### src/bmcs_pkg.sv
package bmcs_pkg;

    // host register offsets (byte addresses, 32-bit words)
    localparam logic [10:0] OFF_SWAP_NEW_VALUE   = 11'h00c;
    localparam logic [10:0] OFF_SWAP_COMPARE     = 11'h010;
    localparam logic [10:0] OFF_SWAP_CONTROL     = 11'h014;
    localparam logic [10:0] OFF_CONFIG_ROM_HDR   = 11'h018;

    // serial bus offsets of the resources (low 12 bits of the address)
    localparam logic [11:0] BUS_OFF_MGR_ID       = 12'h21c;
    localparam logic [11:0] BUS_OFF_BANDWIDTH    = 12'h220;
    localparam logic [11:0] BUS_OFF_CHAN_HIGH    = 12'h224;
    localparam logic [11:0] BUS_OFF_CHAN_LOW     = 12'h228;

    // swap control fields
    localparam int          CTRL_DONE_BIT        = 31;
    localparam int          CTRL_SEL_LSB         = 0;
    localparam int          CTRL_SEL_W           = 2;

    // config rom header fields
    localparam int          HDR_INFO_LEN_LSB     = 24;
    localparam int          HDR_CRC_LEN_LSB      = 16;
    localparam int          HDR_CRC_VAL_LSB      = 0;
    localparam logic [31:0] HDR_RESET            = 32'h0000_0000;

    // resource widths and reset values
    localparam int          MGR_ID_W             = 6;
    localparam int          BANDWIDTH_W          = 13;
    localparam logic [31:0] MGR_ID_RESET         = 32'h0000_003f;
    localparam logic [31:0] BANDWIDTH_RESET      = 32'h0000_1333;
    localparam logic [31:0] CHAN_MASK_RESET      = 32'hffff_ffff;
    localparam logic        DONE_RESET           = 1'b1;

    typedef enum logic [1:0] {
        BMCS_RES_MGR_ID    = 2'b00,
        BMCS_RES_BANDWIDTH = 2'b01,
        BMCS_RES_CHAN_HIGH = 2'b10,
        BMCS_RES_CHAN_LOW  = 2'b11
    } bmcs_res_t;

    typedef enum logic [1:0] {
        BMCS_TX_READ  = 2'b00,
        BMCS_TX_LOCK  = 2'b01,
        BMCS_TX_WRITE = 2'b10,
        BMCS_TX_OTHER = 2'b11
    } bmcs_tx_t;

endpackage

### src/bmcs_cas_if.sv
`timescale 1ns/1ps
`default_nettype none
interface bmcs_cas_if;
    import bmcs_pkg::*;
    logic        go;
    bmcs_res_t   sel;
    logic [31:0] cmp;
    logic [31:0] new_val;
    logic        clr;
    bmcs_res_t   rd_sel;
    logic [31:0] old_val;
    logic [31:0] rd_val;

    modport ctrl (output go, sel, cmp, new_val, clr, rd_sel, input old_val, rd_val);
    modport bank (input go, sel, cmp, new_val, clr, rd_sel, output old_val, rd_val);
endinterface
`default_nettype wire

### src/bmcs_res_bank.sv
`timescale 1ns/1ps
`default_nettype none
module bmcs_res_bank
    import bmcs_pkg::*;
(
    input  wire logic  clk,
    input  wire logic  rst,
    bmcs_cas_if.bank   cas
);
    logic [31:0] res_q [4];
    logic [31:0] keep  [4];

    assign keep[0] = {{(32 - MGR_ID_W){1'b0}}, {MGR_ID_W{1'b1}}};
    assign keep[1] = {{(32 - BANDWIDTH_W){1'b0}}, {BANDWIDTH_W{1'b1}}};
    assign keep[2] = 32'hffff_ffff;
    assign keep[3] = 32'hffff_ffff;

    assign cas.old_val = res_q[cas.sel];
    assign cas.rd_val  = res_q[cas.rd_sel];

    // one atomic read-compare-write per cycle, upper bits kept zero
    for (genvar i = 0; i < 4; i++) begin : g_res
        localparam logic [31:0] RST_VAL = (i == 0) ? MGR_ID_RESET :
                                          (i == 1) ? BANDWIDTH_RESET : CHAN_MASK_RESET;
        always_ff @(posedge clk or posedge rst) begin
            if (rst) begin
                res_q[i] <= RST_VAL;
            end else if (cas.clr) begin
                res_q[i] <= RST_VAL;
            end else if (cas.go && cas.sel == bmcs_res_t'(i)
                         && res_q[i] == cas.cmp) begin
                res_q[i] <= cas.new_val & keep[i];
            end
        end
    end
endmodule // bmcs_res_bank
`default_nettype wire

### src/bmcs_top.sv
// How it works
// - serial bus reaches resources only by quadlet read or lock compare-swap.
// - hardware or bus reset loads 3F, 1333, FFFFFFFF, FFFFFFFF; upper bits zero.
// - swap data register holds new value, stored only when compare matches.
// - compare register at offset 10 is checked for equality against resource.
// - completion flag resets to one and sets when host swap finishes.
// - a write to swap control clears completion flag, unless a host swap finishes in the same cycle.
// - select 00 manager id, 01 bandwidth, 10 mask high, 11 mask low.
// - header register at 18 holds info block length in doublewords, default zero.
// - header holds crc coverage length, default zero; 4 means header only.
// - writing swap control starts compare-swap on the selected resource.
// - on completion data register holds resource's prior value, swap or not.
// - bus lock transactions run in hardware without software.
`timescale 1ns/1ps
`default_nettype none
module bmcs_top
    import bmcs_pkg::*;
(
    input  wire logic        CLK,
    input  wire logic        RESET,
    input  wire logic        BUS_RESET,
    input  wire logic        HOST_WR,
    input  wire logic        HOST_RD,
    input  wire logic [10:0] HOST_ADDR,
    input  wire logic [31:0] HOST_WDATA,
    output logic      [31:0] HOST_RDATA,
    input  wire logic        BUS_REQ,
    input  wire logic [1:0]  BUS_TYPE,
    input  wire logic [11:0] BUS_ADDR,
    input  wire logic [31:0] BUS_ARG,
    input  wire logic [31:0] BUS_DATA,
    output logic             BUS_ACK,
    output logic             BUS_ERR,
    output logic      [31:0] BUS_RDATA
);
    bmcs_cas_if cas ();

    logic [31:0] new_value_q;
    logic [31:0] compare_q;
    logic        done_q;
    bmcs_res_t   target_q;
    logic        host_pend_q;
    logic [31:0] rom_hdr_q;
    logic [31:0] host_rdata_q;
    logic        bus_ack_q;
    logic        bus_err_q;
    logic [31:0] bus_rdata_q;

    logic        bus_hit;
    bmcs_res_t   bus_sel;
    logic        bus_lock;
    logic        bus_read;
    logic        host_go;
    logic        wr_new;
    logic        wr_cmp;
    logic        wr_ctrl;
    logic        wr_hdr;
    logic [31:0] ctrl_word;
    logic [31:0] host_rdata_d;
    logic [31:0] bus_rdata_d;

    assign wr_new  = HOST_WR && HOST_ADDR == OFF_SWAP_NEW_VALUE;
    assign wr_cmp  = HOST_WR && HOST_ADDR == OFF_SWAP_COMPARE;
    assign wr_ctrl = HOST_WR && HOST_ADDR == OFF_SWAP_CONTROL;
    assign wr_hdr  = HOST_WR && HOST_ADDR == OFF_CONFIG_ROM_HDR;

    // bus address decode
    always_comb begin
        bus_hit = 1'b1;
        case (BUS_ADDR)
            BUS_OFF_MGR_ID:    bus_sel = BMCS_RES_MGR_ID;
            BUS_OFF_BANDWIDTH: bus_sel = BMCS_RES_BANDWIDTH;
            BUS_OFF_CHAN_HIGH: bus_sel = BMCS_RES_CHAN_HIGH;
            BUS_OFF_CHAN_LOW:  bus_sel = BMCS_RES_CHAN_LOW;
            default: begin
                bus_sel = BMCS_RES_MGR_ID;
                bus_hit = 1'b0;
            end
        endcase
    end

    assign bus_lock = BUS_REQ && bus_hit && BUS_TYPE == BMCS_TX_LOCK;
    assign bus_read = BUS_REQ && bus_hit && BUS_TYPE == BMCS_TX_READ;
    // bus lock owns the engine, a pending host swap waits while a bus lock is presented
    assign host_go  = host_pend_q && !bus_lock && !BUS_RESET;

    // single engine port shared by both requesters
    always_comb begin
        cas.clr     = BUS_RESET;
        cas.go      = (bus_lock && !BUS_RESET) || host_go;
        cas.rd_sel  = bus_sel;
        if (bus_lock) begin
            cas.sel     = bus_sel;
            cas.cmp     = BUS_ARG;
            cas.new_val = BUS_DATA;
        end else begin
            cas.sel     = target_q;
            cas.cmp     = compare_q;
            cas.new_val = new_value_q;
        end
    end

    bmcs_res_bank u_bank (
        .clk (CLK),
        .rst (RESET),
        .cas (cas)
    );

    // swap data register
    always_ff @(posedge CLK or posedge RESET) begin
        if (RESET) begin
            new_value_q <= 32'h0000_0000;
        end else if (host_go) begin
            new_value_q <= cas.old_val;
        end else if (wr_new) begin
            new_value_q <= HOST_WDATA;
        end
    end

    always_ff @(posedge CLK or posedge RESET) begin
        if (RESET) begin
            compare_q <= 32'h0000_0000;
        end else if (wr_cmp) begin
            compare_q <= HOST_WDATA;
        end
    end

    // control: select, pending start
    always_ff @(posedge CLK or posedge RESET) begin
        if (RESET) begin
            target_q    <= BMCS_RES_MGR_ID;
            host_pend_q <= 1'b0;
        end else begin
            if (wr_ctrl) begin
                target_q <= bmcs_res_t'(HOST_WDATA[CTRL_SEL_LSB +: CTRL_SEL_W]);
            end
            if (wr_ctrl) begin
                host_pend_q <= 1'b1;
            end else if (host_go) begin
                host_pend_q <= 1'b0;
            end
        end
    end

    // completion flag, set wins over the write clear
    always_ff @(posedge CLK or posedge RESET) begin
        if (RESET) begin
            done_q <= DONE_RESET;
        end else if (host_go) begin
            done_q <= 1'b1;
        end else if (wr_ctrl) begin
            done_q <= 1'b0;
        end
    end

    always_ff @(posedge CLK or posedge RESET) begin
        if (RESET) begin
            rom_hdr_q <= HDR_RESET;
        end else if (wr_hdr) begin
            rom_hdr_q <= HOST_WDATA;
        end
    end

    // control word: done on top, select at the bottom, reserved bits zero
    always_comb begin
        ctrl_word                             = 32'h0000_0000;
        ctrl_word[CTRL_DONE_BIT]              = done_q;
        ctrl_word[CTRL_SEL_LSB +: CTRL_SEL_W] = target_q;
    end

    // host read mux, unmapped offsets read zero
    always_comb begin
        case (HOST_ADDR)
            OFF_SWAP_NEW_VALUE: host_rdata_d = new_value_q;
            OFF_SWAP_COMPARE:   host_rdata_d = compare_q;
            OFF_SWAP_CONTROL:   host_rdata_d = ctrl_word;
            OFF_CONFIG_ROM_HDR: host_rdata_d = rom_hdr_q;
            default:            host_rdata_d = 32'h0000_0000;
        endcase
    end

    // host read data, one cycle after the strobe, held until the next read
    always_ff @(posedge CLK or posedge RESET) begin
        if (RESET) begin
            host_rdata_q <= 32'h0000_0000;
        end else if (HOST_RD) begin
            host_rdata_q <= host_rdata_d;
        end
    end

    // prior value for read and lock, zero for a refused access
    always_comb begin
        bus_rdata_d = 32'h0000_0000;
        if (bus_lock || bus_read) begin
            bus_rdata_d = cas.rd_val;
        end
    end

    // bus answer one cycle after the request, error for anything else
    always_ff @(posedge CLK or posedge RESET) begin
        if (RESET) begin
            bus_ack_q   <= 1'b0;
            bus_err_q   <= 1'b0;
            bus_rdata_q <= 32'h0000_0000;
        end else begin
            bus_ack_q <= BUS_REQ;
            bus_err_q <= BUS_REQ && !(bus_lock || bus_read);
            if (BUS_REQ) begin
                bus_rdata_q <= bus_rdata_d;
            end
        end
    end

    assign HOST_RDATA = host_rdata_q;
    assign BUS_ACK    = bus_ack_q;
    assign BUS_ERR    = bus_err_q;
    assign BUS_RDATA  = bus_rdata_q;
endmodule // bmcs_top
`default_nettype wire

### config.mk
export PLATFORM = sky130hd
export DESIGN_NAME = bmcs_top
export DESIGN_NICKNAME = d
export VERILOG_FILES = /design/src/bmcs_pkg.sv /design/src/bmcs_cas_if.sv /design/src/bmcs_res_bank.sv /design/src/bmcs_top.sv
export SDC_FILE = /design/constraint.sdc
export NUM_CORES = 1
export LEC_CHECK = 0
export BUFFER_PORTS_ARGS = -buffer_cell sky130_fd_sc_hd__buf_2
export CAP_MARGIN = 20
export CORE_MARGIN = 4
export CORE_UTILIZATION = 53
export CTS_CLUSTER_SIZE = 28
export DETAILED_ROUTE_END_ITERATION = 7
export PLACE_DENSITY = 0.79
export SLEW_MARGIN = 40
export SYNTH_ARGS = -nofsm -noshare
export SYNTH_HDL_FRONTEND = slang
export SYNTH_SLANG_ARGS = --single-unit
### constraint.sdc
create_clock -name CLK -period 7.1 [get_ports CLK]
set_input_delay 0.71 -clock CLK [delete_from_list [all_inputs] [get_ports CLK]]
set_output_delay 0.71 -clock CLK [all_outputs]
set_load 0.05 [all_outputs]
; Word level (Yosys, flattened, before mapping)
; Index checks and enable logic that the tools add are counted.
; W data, S select, Z words.
[totals]
output_inout_bits = 66
in_bits = 127
register_bits = 294
wordCells = 94
[classes]
bitwise = 2
reduce_logical = 33
eq_ne = 16
mux = 27
n_lt_le_gt_ge = 2
[ops]
columns = operator, n
row1 = $mux W32, 17
row2 = $bmux W32 S2, 2
row3 = $eq A32 B32 Y1, 4
row4 = $pmux W32 S4, 1
row5 = $eq A12 B10 Y1 const B, 4
row6 = $eq A11 B5 Y1 const B, 3
row7 = $logic_and A1 B1 Y1, 19
row8 = $reduce_bool A2 Y1, 6
row9 = $eq A11 B4 Y1 const B, 1
row10 = $ge A3 B3 Y1 const B, 2
row11 = $not A2 Y3, 2
row12 = $pmux W2 S3, 1
row13 = $mux W1, 5
row14 = $eq A2 B1 Y1 const B, 2
row15 = $eq A2 B2 Y1 const B, 2
row16 = $logic_not A2 Y1, 2
row17 = $reduce_or A4 Y1, 1
row18 = $logic_not A1 Y1, 3
row19 = $logic_or A1 B1 Y1, 2
row20 = $mux W2, 1

; Logic depth before layout (Yosys ltp)
[logic_depth]
depth_word = 13
depth_mapped = 14
ltp_nobuf = 9

; Cells and area by module
; From an unflattened synthesis, not the netlist that was laid out.
[hier_totals]
cells_unflattened = 1165
area_unflattened_um2 = 13828.3
[modules_own_cells]
columns = module, area_each_um2, seq_area_each_um2, cells_each, n_inst
row1 = bmcs_top, 7941.4, 4155.2, 575, 1
row2 = bmcs_res_bank, 5886.9, 2173.3, 590, 1

; Worst setup path before layout
; No wires, ideal clock.
[synth_timing]
path_kind = input to register
startpoint = in BUS_ADDR[11]
endpoint = reg u_bank.res_q[37] in the netlist's numbering
path_buffers = 2
arrival_time_ns = 3.253
setup_time_ns = 0.080
path_slack_ns = 3.767
stages = 11
t_required_ns = 7.020
path_cell_list = nor4_4 > nand4_2 > nor3_2 > mux2i_1 > and2_1 > clkbuf_1 > o211ai_1 > nor4_4 > buf_4 > mux2i_1 > nand2b_1
[synth_via]
elab_chain_cells = 12
elab_cells_between_ends = 24
classes_between = 6 x eq/ne / 7 x mux / 11 x reduce/logical
[synth_lines]
columns = element, line
row1 = "start, declared", bmcs_top.sv:29  ; input wire logic [11:0] BUS_ADDR,
row2 = "parallel branches: the longest is 12 deep, another holds $mux W32", -
row3 = "end signal, assigned by index", bmcs_res_bank.sv:32  ; res_q[i] <= cas.new_val & keep[i];
row4 = "end, declared", bmcs_res_bank.sv:10  ; logic [31:0] res_q [4];
; Several ways; the timed one is not identified. The select of a mux whose other input is x is not followed.
; A chain may end at the register's enable or synchronous reset.

; Worst setup path in the final report
[layout_timing]
startpoint = in BUS_REQ
endpoint = reg u_bank.res_q[46] in the netlist's numbering
[layout_via]
elab_chain_cells = 9
elab_cells_between_ends = 17
classes_between = 2 x eq/ne / 5 x mux / 10 x reduce/logical
[layout_lines]
columns = element, line
row1 = "start, declared", bmcs_top.sv:27  ; input wire logic BUS_REQ,
row2 = $logic_and A1 B1 Y1 (*) (2 in series), bmcs_top.sv:82  ; assign bus_lock = BUS_REQ && bus_hit && BUS_TYPE == BMCS_TX_LOCK;
row3 = "parallel branches: the longest is 7 deep, another holds $mux W32", -
; Mark *: on every way between the ends. The select of a mux whose other input is x is not followed.

==> flow_summary.json <==
{
  "grt_pass1_wl_mm": 73.0,
  "syn-num-nets": 1557,
  "synthCells": 1430,
  "ys_ff_latch": 249,
  "crit_path_end_kind": "register",
  "cts_tree": "built",
  "yosys_warnings": 0,
  "drive_above_1_share_pct": 29.0,
  "postCtsHoldBufs": 0,
  "finalHoldViolCount": 0,
  "fmax_ghz": 0.232,
  "grt_start_max_net_pins": 104,
  "cts_resized": 0,
  "die_w_um": 171,
  "outcome": "complete, but fails checks",
  "drc_errors": 32,
  "finalSetupViolCount": 0,
  "finalSetupTns_ns": 0,
  "htree_levels": 1,
  "fp-row-count": 59,
  "grtUsageTotal_pct": 32.2,
  "stdcell_count": 1941,
  "ys_seq_area_share_pct": 44.8,
  "root_buffer": "clkbuf_16",
  "critPathKind": "in -> reg",
  "crit_arrival_ns": 4.80,
  "hold_slack_ns": 0.110,
  "tightest_slew_ns": 0.860,
  "die_h_um": 171,
  "dp_hpwl_mm": 34.9,
  "num_antenna_cells": 0,
  "ant_nets": 0,
  "dieArea_mm2": 0.0293,
  "netlist.area_leader.share_pct": 30.3,
  "vdd_drop_max_v": 0.000158,
  "wirelength_mm": 48.2,
  "max_cap_violations": 0,
  "clkTransAtPathRegs_ns": 0.06,
  "ys_types": 61,
  "cts_setup_buffers": 0,
  "min_period_over_period_pct": 60.8,
  "syn2layout_area_growth_pct": 15.3,
  "gp_congestion": 1.02,
  "avgRoutedWirePerCell_um": 24.8,
  "worst_setup_path_start_kind": "input port",
  "via_count": 12400,
  "io_pins": 193,
  "synth_commonest_cells": "dfrtp_1 (171), nand2_1 (141), mux2i_1 (132)",
  "numCtsBuffers": 27,
  "clock_latency_ns": 0.56,
  "vias_per_cell": 6.39,
  "async_flop_share_pct": 100,
  "drv_slew": 0,
  "syn_avg_cell_area_um2": 9.87,
  "n_fill_cell": 2187,
  "hp-class": "in -> async",
  "failed_checks": "DRC",
  "slew_headroom_pct": 42.4,
  "synth_edf_count": 0,
  "min_period_ns": 4.31,
  "cp_data_required_time_ns": 7.59,
  "antenna_found_initial": 1,
  "rsz0062_at_grt": "no",
  "power_density_mw_per_mm2": 193,
  "synthesis.area_mm2": 0.0141,
  "overflow": 0,
  "drt_iter0_drc": 1637,
  "fin_nets": 1712,
  "synth_ff_type": "dfrtp_1",
  "dp_cells": 1891,
  "yosys.area.top_type": "dfrtp_1",
  "cp_max_fo": 35,
  "fin_skew_ns": 0.0170,
  "p_leak_nw": 7.43,
  "post-synth-top-count-cell": "dfrtp_1",
  "grt_pass1_vias": 12000,
  "synth_area_leaders": "dfrtp_1 (30%), dfstp_2 (15%), mux2i_1 (9.4%)",
  "io_buffers": 192,
  "core-area_mm2": 0.0261,
  "drtPass1Iterations": 8,
  "numClockSinks": 249,
  "start_util_pct": 54.0,
  "clock_path_buffers": 3
}
[cell families (layout without fill, tap and decap cells)]
logic type,after synthesis,after routing,share of synthesized area (%)
buf+inv,197,373,5.80
compound gates,258,258,13.1
simple gates,447,447,16.1
mux,224,224,16.7
xor+xnor,55,55,3.41
flops,249,249,44.8
[per-layer routing]
layer  global-route usage [%]  wire length, µm  vias up
met5                        0               13        -
met3                     6.48             5410      117
met4                     9.23             1530        2
met2                     47.9            21200      781
met1                     48.0            20100     6064
li1                         -                -     5440
[power by group]
part           switching, mW  internal [mW]  total [mW]
sequential            0.0388           1.46        1.50
combinational          0.171         0.0831       0.254
clock                  0.600          0.791        1.39
[layout make-up]
class                   instances  area [µm²]  share of cell area, %
clock buffers                  44         820                   5.03
flip-flops and latches        249        6330                   38.9
repair buffers                223        1260                   7.72
clock inverters                 6        51.3                  0.315
inverters                     100         379                   2.33
multi-input cells             984        7020                   43.2
well taps                     335         419                   2.57
[worst max-delay path: stages]
cell and delay [ns]:
buf_2 0.47, nor2b_1 0.30, nand4_2 0.12, buf_4 0.27, nor3_4 0.47, buf_6 0.25, mux2i_4 0.24, and2_1 0.46
o211ai_1 0.26, nor4_4 0.24, buf_4 0.57, mux2i_1 0.15, or2_1 0.24
[worst paths after layout]
path,slack (ns),start,endpoint,depth (start not counted)
min in group CLK,0.41,HOST_WDATA[9],rom_hdr_q[9],2
max in group asynchronous,5.72,RESET,u_bank.res_q[63],5
hold reg to reg,0.49,done_q,done_q,2
setup reg to reg,4.00,target_q[1],u_bank.res_q[66],8
hold / removal,0.11,RESET,BUS_RDATA[3],2
setup / recovery,2.79,BUS_REQ,u_bank.res_q[46],13
[stage by stage]
step	setup slack (ns)	instance area [µm²]	util [%]	power [mW]
6_report	2.79	16300	62.3	3.14
5_1_grt	2.56	16300	62.3	3.23
4_1_cts	2.85	16300	62.3	3.14
3_5_place_dp	2.29	15400	58.9	1.76
3_3_place_gp	2.17	15300	58.7	1.75
2_1_floorplan	3.18	14100	-	1.64
[placed cells by master, fill, tap and decap left out, types with 35 or more instances in the layout]
cell / netlist / final
buf_2: 11 / 191
dfrtp_1: 171 / 171
nand2_1: 141 / 139
mux2i_1: 132 / 131
nor2_1: 104 / 104
inv_1: 100 / 99
mux2_2: 92 / 92
dfstp_2: 78 / 78
o22ai_1: 67 / 67
nand2b_1: 42 / 42
nand4_1: 38 / 38
a21oi_1: 36 / 35
[state kept, by name, summed over array words and instances, names as in the netlist]
register and flops:
rom_hdr_q 32, new_value_q 32, BUS_ACK 1, BUS_RDATA 32
u_bank.res_q 83, HOST_RDATA 32, target_q 2, done_q 1
host_pend_q 1, BUS_ERR 1, compare_q 32
No activity file was read; power rests on OpenSTA's default activity.
